### config.mk
export PLATFORM = sky130hd
export DESIGN_NAME = mscr_top
export DESIGN_NICKNAME = d
export VERILOG_FILES = /design/src/verilog/mscr_pkg.sv /design/src/verilog/mscr_top.sv
export SDC_FILE = /design/constraint.sdc
export NUM_CORES = 1
export LEC_CHECK = 0
export BUFFER_PORTS_ARGS = -buffer_cell sky130_fd_sc_hd__buf_2
export CAP_MARGIN = 20
export CELL_PAD_IN_SITES_DETAIL_PLACEMENT = 0
export CELL_PAD_IN_SITES_GLOBAL_PLACEMENT = 1
export CORE_MARGIN = 5
export CORE_UTILIZATION = 45
export CTS_BUF_LIST = sky130_fd_sc_hd__clkbuf_2 sky130_fd_sc_hd__clkbuf_4 sky130_fd_sc_hd__clkbuf_8
export DETAILED_ROUTE_END_ITERATION = 10
export PLACE_DENSITY_LB_ADDON = 0.05
export SYNTH_ARGS = -nofsm -noshare
export SYNTH_HDL_FRONTEND = slang
export SYNTH_SLANG_ARGS = --single-unit
### constraint.sdc
create_clock -name sys_clk -period 3.8 [get_ports sys_clk]
set_input_delay 0 -clock sys_clk [delete_from_list [all_inputs] [get_ports sys_clk]]
set_output_delay 0 -clock sys_clk [all_outputs]
set_load 0.005 [all_outputs]
### src/verilog/mscr_pkg.sv
// constants shared by the serial command decoder and register bank
package mscr_pkg;

	// command codes, eight bits, sent first in every transaction
	localparam logic [7:0] STATUS_FETCH_CMD   = 8'h49;
	localparam logic [7:0] STATUS_STORE_CMD   = 8'h4a;
	localparam logic [7:0] REG_FETCH_CMD      = 8'h51;
	localparam logic [7:0] REG_STORE_CMD      = 8'h52;
	localparam logic [7:0] NONVOL_RESTORE_CMD = 8'h59;
	localparam logic [7:0] NONVOL_COMMIT_CMD  = 8'h5a;
	localparam logic [7:0] NONVOL_CANCEL_CMD  = 8'h5c;

	// status register bit positions
	localparam int ST_BUSY     = 0;
	localparam int ST_UNLOCK   = 1;
	localparam int ST_WIRE     = 2;
	localparam int ST_STORAGE_WRITE_MODE   = 3;
	localparam int ST_CAL_ERR  = 4;

	// normal register addresses
	localparam logic [3:0] ADDR_USER_ID     = 4'h0;
	localparam logic [3:0] ADDR_START_STOP  = 4'h1;
	localparam logic [3:0] ADDR_CLAMP_CHG   = 4'h2;
	localparam logic [3:0] ADDR_STARTUP_HYS = 4'h3;
	localparam logic [3:0] ADDR_SLOPE_PRI   = 4'h4;
	localparam logic [3:0] ADDR_SLOPE_SEC   = 4'h5;
	localparam logic [3:0] ADDR_LOOP_GAINS  = 4'h6;
	localparam logic [3:0] ADDR_MOTOR_HALL  = 4'h7;
	localparam logic [3:0] ADDR_DRIVE_PROT  = 4'h8;
	localparam int         NUM_REGS         = 9;
	localparam logic [7:0] NUM_REGS_B       = 8'h09;
	localparam logic [15:0] REG_RESET       = 16'h0000;
	localparam logic [7:0] STATUS_RESET     = 8'h00;

	// field widths of each transaction phase
	localparam logic [4:0] CMD_BITS    = 5'h08;
	localparam logic [4:0] ADDR_BITS   = 5'h08;
	localparam logic [4:0] STATUS_BITS = 5'h08;
	localparam logic [4:0] WORD_BITS   = 5'h10;

	// timing
	localparam int SYS_CLK_MHZ      = 200;
	localparam int FRAME_GAP_NS     = 1000;
	localparam int FRAME_GAP_CYCLES = (FRAME_GAP_NS * SYS_CLK_MHZ + 999) / 1000;
	localparam int NONVOL_RESTORE_CMD_NS      = 100;
	localparam int NONVOL_RESTORE_CMD_CYCLES  = (NONVOL_RESTORE_CMD_NS * SYS_CLK_MHZ + 999) / 1000;
	localparam int NONVOL_COMMIT_CMD_US      = 2000;
	localparam int NONVOL_COMMIT_CMD_CYCLES  = NONVOL_COMMIT_CMD_US * SYS_CLK_MHZ;
	localparam int BUSY_CNT_W       = 20;
	localparam int GAP_CNT_W        = 9;

	// transaction phases, gray coded along cmd, addr, data in/out
	typedef enum logic [2:0] {
		PH_CMD  = 3'h0,
		PH_ADDR = 3'h1,
		PH_DIN  = 3'h3,
		PH_DOUT = 3'h2,
		PH_SKIP = 3'h6
	} mscr_phase_t;

endpackage

### src/verilog/mscr_top.sv
// serial command decoder, status register and normal register bank
// Operation
// - codes 0x49 and 0x4a read or write the 8-bit status, always accepted.
// - with unlock clear, every other command is ignored; set accepts all.
// - code 0x51 takes an address, then returns that 16-bit register.
// - code 0x52 takes an address and 16 bits, stored into that register.
// - code 0x59 copies non-volatile storage into the normal registers.
// - code 0x5a starts writing normal registers into non-volatile storage.
// - code 0x5c forcibly ends a storage write in progress.
// - status bit 0 is one while a storage operation runs.
// - link mode 0: clock on speed pin, data in tach, data out alert.
// - link mode 1: clock on speed pin, both directions share tach pin.
// - status bit 3 zero allows storage reads, one allows storage writes.
// - status bit 4 reports hall detection failure.
// - register 1 holds nonstop enable, stop and startup thresholds.
// - register 2 holds change point and clamp thresholds.
// - register 3 holds startup speed and open loop return hysteresis.
// - register 4 holds primary slope and two speed enables.
// - register 5 holds secondary slope, reverse alarm and loop select.
// - register 6 holds integral and proportional gains with x8 flags.
// - register 7 holds standby, direction, poles, speed range and hall setup.
// - register 8 high bits: tach source, tach type, speed input type.
// - register 8 middle bits: speed polarity, reverse start, commutation, latch.
// - register 8 low bits: mask period, limit disable, threshold, pwm frequency.
// - commands are taken only while the tach pin is not driven.
// - only registers 0 to 8 travel to and from storage.
`timescale 1ns/1ps

module mscr_top #(
	parameter int NONVOL_COMMIT_CMD_CYCLES = mscr_pkg::NONVOL_COMMIT_CMD_CYCLES
) (
	// clock and reset
	input  wire logic        sys_clk,
	input  wire logic        rstn,
	// serial link pins
	input  wire logic        speed_input_pin,
	input  wire logic        host_to_dev_line,
	output logic             tach_output_pin,
	output logic             tach_output_oe,
	output logic             dev_to_host_line,
	output logic             dev_to_host_oe,
	// motor core side
	input  wire logic        tach_drive_req,
	input  wire logic        tach_signal,
	input  wire logic        hall_cal_fail,
	// status and configuration
	output logic [7:0]       link_status_ctrl,
	output logic [15:0]      user_identifier,
	output logic [15:0]      start_stop_thresholds,
	output logic [15:0]      clamp_change_points,
	output logic [15:0]      startup_speed_hys,
	output logic [15:0]      slope_primary_ctrl,
	output logic [15:0]      slope_secondary_ctrl,
	output logic [15:0]      loop_gains,
	output logic [15:0]      motor_hall_config,
	output logic [15:0]      drive_protect_config
);

	////////////////////////////////////////////////////////////////////////////////
	// state

	typedef struct packed {
		logic                                            sck_s1;
		logic                                            sck_s2;
		logic                                            sck_d;
		logic                                            din_s1;
		logic                                            din_s2;
		mscr_pkg::mscr_phase_t                           phase;
		logic [4:0]                                      cnt;
		logic [15:0]                                     shin;
		logic [7:0]                                      cmd;
		logic [7:0]                                      addr;
		logic [15:0]                                     tx;
		logic                                            out_bit;
		logic                                            out_en;
		logic [mscr_pkg::GAP_CNT_W-1:0]                  gap;
		logic                                            unlock;
		logic                                            wire_mode;
		logic                                            storage_write_mode;
		logic                                            cal_err;
		logic                                            busy;
		logic                                            load_op;
		logic [mscr_pkg::BUSY_CNT_W-1:0]                 busy_cnt;
		logic                                            fg_out;
		logic                                            fg_oe;
		logic                                            al_out;
		logic                                            al_oe;
		logic [mscr_pkg::NUM_REGS-1:0][15:0]             regs;
		logic [mscr_pkg::NUM_REGS-1:0][15:0]             nvm;
	} mscr_state_t;

	mscr_state_t st_reg;
	mscr_state_t st_next;

	logic        sck_rise;
	logic        sck_fall;
	logic        cmd_take;
	logic [7:0]  cmd_word;
	logic [7:0]  status_now;
	logic [4:0]  din_len;
	logic        frame_reset;

	localparam logic [mscr_pkg::BUSY_CNT_W-1:0] SAVE_CNT =
		mscr_pkg::BUSY_CNT_W'(NONVOL_COMMIT_CMD_CYCLES - 1);
	localparam logic [mscr_pkg::BUSY_CNT_W-1:0] LOAD_CNT =
		mscr_pkg::BUSY_CNT_W'(mscr_pkg::NONVOL_RESTORE_CMD_CYCLES - 1);
	localparam logic [mscr_pkg::GAP_CNT_W-1:0]  GAP_END  =
		mscr_pkg::GAP_CNT_W'(mscr_pkg::FRAME_GAP_CYCLES);

	////////////////////////////////////////////////////////////////////////////////
	// next state

	always_comb begin
		st_next = st_reg;
		st_next.sck_s1 = speed_input_pin;
		st_next.sck_s2 = st_reg.sck_s1;
		st_next.sck_d  = st_reg.sck_s2;
		st_next.din_s1 = host_to_dev_line;
		st_next.din_s2 = st_reg.din_s1;
		st_next.cal_err = hall_cal_fail;
		sck_rise = st_reg.sck_s2 & ~st_reg.sck_d;
		sck_fall = ~st_reg.sck_s2 & st_reg.sck_d;
		status_now = {3'h0, st_reg.cal_err, st_reg.storage_write_mode, st_reg.wire_mode, st_reg.unlock, st_reg.busy};
		cmd_word = {st_reg.shin[6:0], st_reg.din_s2};
		cmd_take = 1'b0;
		din_len = (st_reg.cmd == mscr_pkg::STATUS_STORE_CMD) ? mscr_pkg::STATUS_BITS : mscr_pkg::WORD_BITS;
		frame_reset = tach_drive_req || (st_reg.gap == GAP_END && !(sck_rise || sck_fall));

		// idle gap on the serial clock closes a frame
		if (sck_rise || sck_fall) begin
			st_next.gap = '0;
		end else if (st_reg.gap != GAP_END) begin
			st_next.gap = st_reg.gap + 1'b1;
		end

		// storage operation timer
		if (st_reg.busy) begin
			if (st_reg.busy_cnt == '0) begin
				st_next.busy = 1'b0;
				if (!st_reg.load_op) begin
					st_next.nvm = st_reg.regs;
				end
			end else begin
				st_next.busy_cnt = st_reg.busy_cnt - 1'b1;
			end
		end

		if (frame_reset) begin
			st_next.phase  = mscr_pkg::PH_CMD;
			st_next.cnt    = '0;
			st_next.out_en = 1'b0;
		end else if (sck_rise) begin
			st_next.shin = {st_reg.shin[14:0], st_reg.din_s2};
			st_next.cnt  = st_reg.cnt + 1'b1;
			case (st_reg.phase)
				mscr_pkg::PH_CMD: begin
					if (st_reg.cnt == mscr_pkg::CMD_BITS - 1'b1) begin
						cmd_take = 1'b1;
						st_next.cmd = cmd_word;
						st_next.cnt = '0;
						st_next.phase = mscr_pkg::PH_SKIP;
						if (cmd_word == mscr_pkg::STATUS_FETCH_CMD) begin
							st_next.tx = {status_now, 8'h00};
							st_next.phase = mscr_pkg::PH_DOUT;
						end else if (cmd_word == mscr_pkg::STATUS_STORE_CMD) begin
							st_next.phase = mscr_pkg::PH_DIN;
						end else if (!st_reg.unlock) begin
							st_next.phase = mscr_pkg::PH_SKIP;
						end else if (cmd_word == mscr_pkg::REG_FETCH_CMD || cmd_word == mscr_pkg::REG_STORE_CMD) begin
							st_next.phase = mscr_pkg::PH_ADDR;
						end else if (cmd_word == mscr_pkg::NONVOL_RESTORE_CMD) begin
							st_next.phase = mscr_pkg::PH_CMD;
							if (!st_reg.storage_write_mode && !st_reg.busy) begin
								st_next.regs     = st_reg.nvm;
								st_next.busy     = 1'b1;
								st_next.load_op  = 1'b1;
								st_next.busy_cnt = LOAD_CNT;
							end
						end else if (cmd_word == mscr_pkg::NONVOL_COMMIT_CMD) begin
							st_next.phase = mscr_pkg::PH_CMD;
							if (st_reg.storage_write_mode && !st_reg.busy) begin
								st_next.busy     = 1'b1;
								st_next.load_op  = 1'b0;
								st_next.busy_cnt = SAVE_CNT;
							end
						end else if (cmd_word == mscr_pkg::NONVOL_CANCEL_CMD) begin
							st_next.phase = mscr_pkg::PH_CMD;
							if (st_reg.busy && !st_reg.load_op) begin
								st_next.busy = 1'b0;
							end
						end
					end
				end
				mscr_pkg::PH_ADDR: begin
					if (st_reg.cnt == mscr_pkg::ADDR_BITS - 1'b1) begin
						st_next.addr = cmd_word;
						st_next.cnt  = '0;
						if (st_reg.cmd == mscr_pkg::REG_FETCH_CMD) begin
							st_next.phase = mscr_pkg::PH_DOUT;
							if (cmd_word < mscr_pkg::NUM_REGS_B) begin
								st_next.tx = st_reg.regs[cmd_word[3:0]];
							end else begin
								st_next.tx = 16'h0000;
							end
						end else begin
							st_next.phase = mscr_pkg::PH_DIN;
						end
					end
				end
				mscr_pkg::PH_DIN: begin
					if (st_reg.cnt == din_len - 1'b1) begin
						st_next.cnt   = '0;
						st_next.phase = mscr_pkg::PH_CMD;
						if (st_reg.cmd == mscr_pkg::STATUS_STORE_CMD) begin
							st_next.unlock    = st_reg.shin[mscr_pkg::ST_UNLOCK-1];
							st_next.wire_mode = st_reg.shin[mscr_pkg::ST_WIRE-1];
							st_next.storage_write_mode    = st_reg.shin[mscr_pkg::ST_STORAGE_WRITE_MODE-1];
						end else if (st_reg.addr < mscr_pkg::NUM_REGS_B) begin
							st_next.regs[st_reg.addr[3:0]] = {st_reg.shin[14:0], st_reg.din_s2};
						end
					end
				end
				mscr_pkg::PH_DOUT: begin
					if (st_reg.cnt == din_len - 1'b1 || (st_reg.cmd == mscr_pkg::STATUS_FETCH_CMD &&
						st_reg.cnt == mscr_pkg::STATUS_BITS - 1'b1)) begin
						st_next.cnt   = '0;
						st_next.phase = mscr_pkg::PH_CMD;
					end
				end
				default: begin
					st_next.cnt = st_reg.cnt;
				end
			endcase
		end else if (sck_fall) begin
			if (st_reg.phase == mscr_pkg::PH_DOUT) begin
				st_next.out_bit = st_reg.tx[15];
				st_next.tx      = {st_reg.tx[14:0], 1'b0};
				st_next.out_en  = 1'b1;
			end else begin
				st_next.out_en  = 1'b0;
			end
		end

		// pin steering by link mode; the motor core owns the tach pin when it drives
		if (tach_drive_req) begin
			st_next.fg_out = tach_signal;
			st_next.fg_oe  = 1'b1;
			st_next.al_out = 1'b0;
			st_next.al_oe  = 1'b0;
		end else if (st_reg.wire_mode) begin
			st_next.fg_out = st_next.out_bit;
			st_next.fg_oe  = st_next.out_en;
			st_next.al_out = 1'b0;
			st_next.al_oe  = 1'b0;
		end else begin
			st_next.fg_out = 1'b0;
			st_next.fg_oe  = 1'b0;
			st_next.al_out = st_next.out_bit;
			st_next.al_oe  = st_next.out_en;
		end
	end

	////////////////////////////////////////////////////////////////////////////////
	// registers

	always_ff @(posedge sys_clk or negedge rstn) begin
		if (!rstn) begin
			st_reg <= '0;
			st_reg.phase <= mscr_pkg::PH_CMD;
			st_reg.regs <= {mscr_pkg::NUM_REGS{mscr_pkg::REG_RESET}};
		end else begin
			st_reg <= st_next;
		end
	end

	////////////////////////////////////////////////////////////////////////////////
	// outputs

	assign tach_output_pin       = st_reg.fg_out;
	assign tach_output_oe        = st_reg.fg_oe;
	assign dev_to_host_line      = st_reg.al_out;
	assign dev_to_host_oe        = st_reg.al_oe;
	assign link_status_ctrl      = {3'h0, st_reg.cal_err, st_reg.storage_write_mode, st_reg.wire_mode, st_reg.unlock, st_reg.busy};
	assign user_identifier       = st_reg.regs[mscr_pkg::ADDR_USER_ID];
	assign start_stop_thresholds = st_reg.regs[mscr_pkg::ADDR_START_STOP];
	assign clamp_change_points   = st_reg.regs[mscr_pkg::ADDR_CLAMP_CHG];
	assign startup_speed_hys     = st_reg.regs[mscr_pkg::ADDR_STARTUP_HYS];
	assign slope_primary_ctrl    = st_reg.regs[mscr_pkg::ADDR_SLOPE_PRI];
	assign slope_secondary_ctrl  = st_reg.regs[mscr_pkg::ADDR_SLOPE_SEC];
	assign loop_gains            = st_reg.regs[mscr_pkg::ADDR_LOOP_GAINS];
	assign motor_hall_config     = st_reg.regs[mscr_pkg::ADDR_MOTOR_HALL];
	assign drive_protect_config  = st_reg.regs[mscr_pkg::ADDR_DRIVE_PROT];
endmodule

==> results of run 1 <==
placed cells by master, fill, tap and decap left out, drive strengths merged, types with 4 or more instances in the layout:
cell	n
mux2	182
xor2	4
a22oi	112
nor3	24
o21ai	29
a221o	7
clkinv	9
or4	7
clkbuf	108
mux2i	14
a21o	5
or2	6
a21oi	15
nand3	18
mux4	32
buf	205
nor2b	6
ha	7
nand2	64
a222oi	10
o22ai	33
dlygate4sd3	11
nor2	49
dfrtp	389
nand2b	19
inv	24
and3	4
a2bb2oi	33
a22o	6
xnor2	21
o2bb2ai	112
nor4	7
worst paths after layout:
check                                            start  cells past startpoint                            endpoint
worst max-delay path             st_reg[295]$_DFF_PN0_                      6              st_reg[62]$_DFFE_PN0P_
worst min-delay path                              rstn                      2               st_reg[299]$_DFF_PN0_
worst max register to register   st_reg[295]$_DFF_PN0_                      6              st_reg[62]$_DFFE_PN0P_
worst min register to register  st_next[388]$_DFF_PN0_                      0              st_next[387]$_DFF_PN0_
max in group asynchronous                         rstn                      3  clamp_change_points[8]$_DFFE_PN0P_
min in group sys_clk                    tach_drive_req                      3          dev_to_host_line$_DFF_PN0_
routing by layer:
metal	wire length, um	vias to the layer above	global-route usage
met5	0	-	0
li1	-	5692	-
met1	25760	6821	0.3458
met4	1752	0	0.08108
met2	26100	403	0.3710
met3	3099	96	0.04849
critical path, stage by stage (launching register included):
cell and delay (ps):
dfrtp_1 420, or4_4 570, or4b_4 520, nor3_4 200
nand3b_1 140, buf_12 250, mux2_4 540
through the flow:
stage | setup slack (ps) | area [sq um] | std cells | hold WS (ps) | util
CTS | 856.2 | 20890 | 2162 | 56.07 | 0.4981
finish | 669.4 | 20890 | 2162 | 32.29 | 0.4981
global placement | 868.2 | 19370 | 2031 | 108.7 | 0.4618
detailed placement | 908.8 | 19370 | 2031 | 110.6 | 0.4618
global route | 668.0 | 20890 | 2162 | 82.93 | 0.4981
floorplan | 1077 | 19060 | 1555 | -295.6 | -
timing repair:
item                                   CTS  global route
endpoints found under the hold margin  132             0
hold buffers                            11             0
setup buffers                            0             0
layout make-up:
cell class	count	area, sq um	share of cell area
Clock buffer	108	1343	0.06426
Multi-Input combinational cell	875	7634	0.3654
Clock inverter	12	68.82	0.003294
Timing Repair Buffer	216	1349	0.06455
Inverter	23	86.33	0.004132
Tap cell	539	674.4	0.03228
Sequential cell	389	9739	0.4661
where the power goes:
part	switching, uW	leakage, uW	internal [uW]
sequential	164	0.00531	4210
clock	1770	0.000757	2240
combinational	334	0.00381	142
cell usage after synthesis (4+ instances only):
master | number | area (sq um)
inv_1 | 23 | 86.33
mux4_2 | 32 | 720.7
mux2_4 | 60 | 900.9
buf_6 | 7 | 78.83
mux2i_1 | 14 | 140.1
nor3_1 | 23 | 115.1
mux2_2 | 122 | 1374
nor2_1 | 49 | 183.9
buf_4 | 152 | 1141
and3_1 | 4 | 25.02
xnor2_1 | 21 | 183.9
nand3_1 | 18 | 90.09
clkbuf_1 | 91 | 341.6
or2_2 | 5 | 31.28
nand2_1 | 64 | 240.2
a21o_1 | 5 | 37.54
o21ai_0 | 25 | 125.1
nor4_1 | 7 | 43.79
xor2_1 | 4 | 35.03
o21ai_1 | 4 | 20.02
buf_2 | 14 | 70.07
a22o_1 | 6 | 52.55
o2bb2ai_1 | 112 | 980.9
buf_1 | 4 | 15.01
a222oi_1 | 10 | 100.1
a22oi_1 | 112 | 840.8
nand2b_1 | 19 | 118.9
or4_1 | 6 | 45.04
dfrtp_1 | 389 | 9734
a2bb2oi_1 | 33 | 289.0
a221o_1 | 7 | 70.07
nor2b_1 | 6 | 37.54
a21oi_1 | 15 | 75.07
ha_1 | 7 | 87.58
o22ai_1 | 33 | 206.5
cells by family after synthesis:
family,after synthesis,share of synthesized area
adders and majority gates,7,0.004596
buffers and inverters,291,0.09094
muxes,228,0.1645
DFF,389,0.5108
and+or+nand+nor,228,0.06067
other,1,0.0001968
xor gates and xnor gates,25,0.01149
AOI/OAI and AO/OA,384,0.1567
==> impl_metrics.yaml, run 1 <==
outcome:
  status: "finished, final reports clean"
power_and_ir_drop:
  ir_drop_v: 0.0002127
  p_leak_uw: 0.009873
  p_per_area_nw_per_um2: 424.2
  power_uw: 8864
yosys:
  ys_seq_area_frac: 0.5108
  synth_cells: 1553
  synth-edff-count: 0
  synthesis.area_sq_um: 19060
  synth-seq-cells: 389
  synth_cell_types: 62
  yosys_warnings: 0
  synthFlopType: "dfrtp_1"
  async_flop_share: 1.000
  postSynthAreaPerCell_sq_um: 12.27
floorplan:
  pin_count: 163
  fp.dieH_um: 215.8
  rows: 75
  dieArea_sq_um: 46560
  die_w_um: 215.8
  initial_core_util: 0.4543
  core_area_sq_um: 41950
final_layout:
  drive_gt1_frac: 0.3426
  nets: 1590
  syn2layout_area_growth_pct: 9.645
  largest_reg_flops: 225
  fillerInstances: 3778
  diodes: 0
routing:
  drc: 0
  num_vias: 13010
  ant_nets: 0
  viasPerCell: 6.019
  wl_per_cell_um: 26.23
  drt_iter0_markers: 1143
  first_pass_iters: 6
  totalWireLength_mm: 56.72
clocking:
  htreeDepth: 3
  cts_sinks: 389
  cts.clk_slew.worst_paths_ps: 60
  cts_resized: 0
  numCtsBuffers: 71
  clockRootBuffer: "clkbuf_8"
  clkLatencyLatePin_ps: 630
  tritoncts: "built"
  clk_path_buf_depth: 3
critical_path:
  r2r_slack_ps: 670
  crit_type: "flip-flop to flip-flop"
  crit_fanout: 144
  crit_arrival_ps: 3630
  required_ps: 4300
  startpoint_type: "flip-flop"
  cp-end-kind: "flip-flop"
place:
  routabilityCongestion: 0.7686
  io_buffers: 159
  dpl.hpwl_mm: 34.57
sta:
  period_minus_slack_ps: 3131
  tns_ps: 0
  period_share: 0.8238
  fin_skew_ps: 24.79
  hold_viol: 0
  slew_violations: 0
  finalSetupViolCount: 0
  tightest_slew_ps: 1262
  relSlewSlack: 0.1585
  rsz0062_at_grt: "false"
  fmax_mhz: 319.4
global_routing:
  grt_start_max_net_pins: 145
  grt_pass1_vias: 13300
  grt_overflow: 0
  grt_pass1_wl_mm: 86.84
  antenna_found_initial: 0
  grt.total_usage: 0.2416
min_path:
  hp-class: "primary input to async pin"
flow_run:
  maxCapViolCount: 0
(Power assumes the default switching activity.)
==> inputs of run 2 (changes only) <==
Settings changed: ABC_AREA from default to 1.
Clock period 3.8 ns to 3.25 ns, I/O delays scaled along.
==> impl_metrics.yaml, run 2 <==
clocking:
  htreeDepth: 3
  numCtsBuffers: 76
  post_cts_buffers: 0
  tritoncts: "built"
  cts_sinks: 389
  clk_path_buf_depth: 3
  clkLatencyLatePin_ps: 670
  cts.clk_slew.worst_paths_ps: 60
  clockRootBuffer: "clkbuf_8"
yosys:
  synthTopCellsByCount: "nand2_1 (682), dfrtp_1 (389), inv_1 (389)"
  ys_seq_area_frac: 0.4597
  synthFlopType: "dfrtp_1"
  synth_cell_types: 43
  synth-edff-count: 0
  async_flop_share: 1.000
  yosys.area.top_type: "dfrtp_1"
  synth-seq-cells: 389
  yosysTopAreaCellShare: 0.4597
  netlist_top_cells_area: "dfrtp_1 (46%), nand2_1 (12%), inv_1 (6.9%)"
  synthMostInstantiatedCell: "nand2_1"
  synth_cells: 2701
  postSynthAreaPerCell_sq_um: 7.840
  synthesis.area_sq_um: 21180
  yosys_warnings: 0
final_layout:
  nets: 2740
  final_common_cell: "nand2_1"
  drive_gt1_frac: 0.1491
  fillerInstances: 4643
  syn2layout_area_growth_pct: 10.28
  register_area_sq_um: 9736
  mostFrequentLayoutCells: "nand2_1 (682), inv_1 (389), dfrtp_1 (388)"
  largest_reg_flops: 225
  multi_input_area_sq_um: 8125
critical_path:
  slowest_stage: "dfrtp_1"
  crit_top_cell: "nand2_1"
  required_ps: 3800
  crit_arrival_ps: 3460
  path_cells: "inv_2, nand2_1, nor2_1, nand2_1, nand2_1, nor2_1, nand3_1, nand2_4, buf_12, nand4_1, nand2_1, inv_1"
  cpPeakStageDelay_ps: 700
  crit_type: "flip-flop to flip-flop"
  startpoint_type: "flip-flop"
  cp-end-kind: "flip-flop"
  crit_fanout: 44
routing:
  ant_nets: 0
  first_pass_iters: 5
  viasPerCell: 5.562
  num_vias: 18860
  drc: 0
  totalWireLength_mm: 74.97
  drt_iter0_markers: 2155
  wl_per_cell_um: 22.11
global_routing:
  antenna_found_initial: 3
  grt.total_usage: 0.2904
  grt_pass1_vias: 18250
  grt_overflow: 0
  grt_pass1_wl_mm: 113.8
  grt_start_max_net_pins: 92
power_and_ir_drop:
  p_per_area_nw_per_um2: 473.0
  ir_drop_v: 0.0003086
  p_leak_uw: 0.01116
sta:
  fmax_mhz: 343.3
  rsz0062_at_grt: "false"
  period_share: 0.8962
  hold_ws_ps: 55.63
  hold_viol: 0
  period_minus_slack_ps: 2913
  worst_slack_ps: 337.5
  finalSetupViolCount: 0
  fin_skew_ps: 26.08
  relSlewSlack: 0.3170
  slew_violations: 0
  tns_ps: 0
  tightest_slew_ps: 1021
flow_run:
  maxCapViolCount: 0
floorplan:
  fp.dieH_um: 226.9
  pin_count: 163
  rows: 79
  core_area_sq_um: 46560
  die_w_um: 226.9
  initial_core_util: 0.4548
  dieArea_sq_um: 51500
min_path:
  hp-class: "primary input to async pin"
place:
  io_buffers: 159
  post-place-ws_ps: 420.5
  dpl.hpwl_mm: 49.94
  routabilityCongestion: 0.8733
outcome:
  status: "finished, final reports clean"
[run 2: cell count changes after synthesis, moves of 34 or more]
| cell | previous run | this run |
|---|---|---|
| o21ai_0 | 25 | 251 |
| mux2_4 | 60 | 0 |
| o2bb2ai_1 | 112 | 0 |
| nand3_1 | 18 | 66 |
| inv_1 | 23 | 389 |
| nand2_1 | 64 | 682 |
| o21ai_1 | 4 | 38 |
| nand4_1 | 2 | 157 |
| nor2_1 | 49 | 118 |
| mux2_2 | 122 | 0 |
[run 2: power by group]
group	total (uW)	internal (uW)	switching [uW]
combinational	835	202	633
sequential	5010	4940	68.9
clock	5200	2950	2250
[run 2: per-stage QoR]
| step | total power (uW) | util | instance area [sq um] | std cells |
|---|---|---|---|---|
| 6_report | 11050 | 0.5016 | 23350 | 3391 |
| 5_1_grt | 11480 | 0.5016 | 23350 | 3391 |
| 4_1_cts | 11130 | 0.5015 | 23350 | 3390 |
| 3_5_place_dp | 5890 | 0.4645 | 21630 | 3243 |
| 3_3_place_gp | 5893 | 0.4643 | 21620 | 3242 |
| 2_1_floorplan | 5458 | - | 21180 | 2703 |
[run 2: cell type report]
class | count | share of cell area
multi-input combinational | 1618 | 0.3480
timing repair buffer | 243 | 0.07067
tap | 607 | 0.03252
antenna | 1 | 0.0001072
inverter | 398 | 0.06398
sequential | 389 | 0.4169
clock inverter | 10 | 0.002733
clock buffer | 125 | 0.06510
[run 2: path summary, 6_finish.rpt]
kind	start	endpoint	slack (ps)	cells past startpoint
max	cmd_word[2]$_DFFE_PN0P_	start_stop_thresholds[4]$_DFFE_PN0P_	340	12
min	rstn	st_reg[326]$_DFFE_PN0N_	60	3
max reg2reg	cmd_word[2]$_DFFE_PN0P_	start_stop_thresholds[4]$_DFFE_PN0P_	340	12
min reg2reg	st_next[385]$_DFF_PN0_	cmd_word[0]$_DFF_PN0_	370	0
max in group asynchronous	rstn	cmd_word[0]$_DFF_PN0_	2740	3
min in group sys_clk	tach_drive_req	dev_to_host_line$_DFF_PN0_	150	3
[run 2: critical path: cells and delay by family (launching register included)]
| family | cells | cell delay (ps) |
|---|---|---|
| buf+inv | 3 | 560 |
| simple gates | 9 | 1470 |
| flops | 1 | 700 |
[run 2: timing repair]
action / CTS / global route
endpoints found under the hold margin: 422 / 0
resized for setup: 0 / 0
hold buffers: 12 / 0
[run 2: routing by layer]
layer  GRT usage  wire [um]  share of wire
met1      0.4218      32920           0.44
met2      0.4274      32940           0.44
met3     0.06629       6177          0.082
met4      0.1054       2915          0.039
met5           0         13        0.00017
[run 2: kinds of logic after synthesis]
group | synth area share
simple gates | 0.2294
buf+inv | 0.1581
compound gates | 0.1431
flops | 0.4597
xor+xnor | 0.005377
fa+ha+maj | 0.004136
other cells | 0.0001771
==> inputs of run 3 (changes only) <==
--- a/config.mk
+++ b/config.mk
@@ -8,3 +8,2 @@
 export ABC_AREA = 1
-export BUFFER_PORTS_ARGS = -buffer_cell sky130_fd_sc_hd__buf_2
 export CAP_MARGIN = 20
@@ -16,2 +15,3 @@
 export DETAILED_ROUTE_END_ITERATION = 10
+export DONT_BUFFER_PORTS = 1
 export PLACE_DENSITY_LB_ADDON = 0.05
--- a/constraint.sdc
+++ b/constraint.sdc
@@ -3,2 +3,2 @@
 set_output_delay 0 -clock sys_clk [all_outputs]
-set_load 0.005 [all_outputs]
+set_load 0.05 [all_outputs]
==> impl_metrics.yaml, run 3 (synthesis results as in run 2) <==
critical_path:
  slowest_stage: "dfrtp_1"
  endpoint: "motor_hall_config[1]$_DFFE_PN0P_"
  path_delay_family: "simple AND/OR/NAND/NOR gates"
  startpoint_type: "flip-flop"
  r2r-end: "motor_hall_config[1]$_DFFE_PN0P_"
  rr_startpoint: "cmd_word[2]$_DFFE_PN0P_"
  crit_type: "flip-flop to flip-flop"
  cp-end-kind: "flip-flop"
  crit_arrival_ps: 3430
  worst-path-buf-inv: 3
  r2r_slack_ps: 350
  crit_fanout: 57
  path_cells: "inv_2, nand2_1, nor2_1, nand2_1, nand2_1, nor2_1, nand3_1, nand2_4, buf_12, nand4_1, nand2_1, inv_1"
  crit_top_cell: "nand2_1"
  reg2reg_depth: 12
  cpPeakStageDelay_ps: 690
  required_ps: 3790
  crit_path_start: "cmd_word[2]$_DFFE_PN0P_"
  cp.depth: 12
place:
  post-place-ws_ps: 425.1
  io_buffers: 0
  routabilityCongestion: 0.9121
  dpl.hpwl_mm: 47.67
final_layout:
  mostFrequentLayoutCells: "nand2_1 (682), inv_1 (389), dfrtp_1 (388)"
  nets: 2569
  fillerInstances: 4666
  syn2layout_area_growth_pct: 5.424
  largest_reg_flops: 225
  drive_gt1_frac: 0.09317
  final_common_cell: "nand2_1"
floorplan:
  fp.dieH_um: 226.9
  core_area_sq_um: 46560
  initial_core_util: 0.4548
  rows: 79
  pin_count: 163
  dieArea_sq_um: 51500
  die_w_um: 226.9
sta:
  worst_slack_ps: 354.2
  rsz0062_at_grt: "false"
  finalSetupViolCount: 0
  fin_skew_ps: 31.14
  tightest_slew_ps: 2176
  slew_violations: 182
  tns_ps: 0
  hold_ws_ps: -931.4
  fmax_mhz: 345.3
  hold_viol: 389
  period_share: 0.8910
  relSlewSlack: -0.4508
  period_minus_slack_ps: 2896
global_routing:
  grt.total_usage: 0.2820
  grt_pass1_vias: 16720
  antenna_found_initial: 1
  grt_start_max_net_pins: 390
  grt_overflow: 0
  grt_pass1_wl_mm: 109.8
clocking:
  clk_path_buf_depth: 3
  post_cts_buffers: 0
  clockRootBuffer: "clkbuf_8"
  tritoncts: "built"
  cts_sinks: 389
  cts_hold_buf: 9
  htreeDepth: 3
  numCtsBuffers: 74
  cts.clk_slew.worst_paths_ps: 60
  clkLatencyLatePin_ps: 660
routing:
  totalWireLength_mm: 73.37
  first_pass_iters: 6
  ant_nets: 0
  wl_per_cell_um: 22.81
  viasPerCell: 5.577
  num_vias: 17940
  drt_iter0_markers: 1975
  drc: 0
flow_run:
  maxCapViolCount: 0
power_and_ir_drop:
  ir_drop_v: 0.0003342
  p_leak_uw: 0.01065
  p_per_area_nw_per_um2: 482.5
  power_uw: 10770
outcome:
  status: "finished, violations left"
  violations: "negative hold slack, max-slew violations"
min_path:
  hp-class: "primary input to async pin"
-- run 3: changes by cell type in the layout (fill, tap and decap cells not counted), sizes merged --
cell / change
buf: -167
clkbuf: -9
clkinv: +5
inv: -3
dlygate4sd3: -2
clkinvlp: +1
-- run 3: layer usage --
metal  wire length [um]  up-vias  track usage
met1              32180     8717       0.4043
met5                  0        -            0
li1                   -     8358            -
met3               6314      142      0.07742
met4               2455        0      0.09082
met2              32420      719       0.4172
-- run 3: timing repair --
item / in CTS / in global routing
resized for setup: 0 / 0
setup endpoints to repair: 0 / 0
endpoints found under the hold margin: 442 / 389
-- run 3: worst min-delay path by stage --
stage                     start                                 end  slack [ps]
after CTS                  rstn             st_reg[324]$_DFFE_PN0N_        -990
after floorplan            rstn  clamp_change_points[0]$_DFFE_PN0P_        -300
final                      rstn             st_reg[320]$_DFFE_PN0N_        -930
after global placement     rstn             st_reg[321]$_DFFE_PN0N_        -280
after detailed placement   rstn             st_reg[320]$_DFFE_PN0N_        -280
after global routing       rstn             st_reg[380]$_DFFE_PN0P_        -990
-- run 3: power by group --
| part | internal [uW] | switching, uW | total (uW) |
|---|---|---|---|
| clock network | 2850 | 2200 | 5050 |
| registers | 4940 | 86.2 | 5030 |
| logic | 181 | 512 | 694 |
-- run 3: area by class of cell --
| class | count | area (sq um) | area share |
|---|---|---|---|
| Clock buffer | 116 | 1465 | 0.06563 |
| Inverter | 398 | 1494 | 0.06692 |
| Timing Repair Buffer | 74 | 669.4 | 0.02999 |
| Sequential cell | 389 | 9736 | 0.4361 |
| Antenna cell | 1 | 2.502 | 0.0001121 |
| Tap cell | 607 | 759.5 | 0.03402 |
| Clock inverter | 13 | 70.07 | 0.003139 |
| Multi-Input combinational cell | 1618 | 8128 | 0.3641 |
-- run 3: metrics by stage --
stage / instances / utilization / hold slack (ps) / instance area (sq um)
after global placement: 3076 / 0.4443 / -279.8 / 20680
after floorplan: 2703 / - / -295.6 / 21180
after global routing: 3215 / 0.4795 / -994.7 / 22320
after detailed placement: 3076 / 0.4443 / -279.1 / 20680
after CTS: 3214 / 0.4792 / -992.1 / 22310
final: 3216 / 0.4795 / -931.4 / 22320
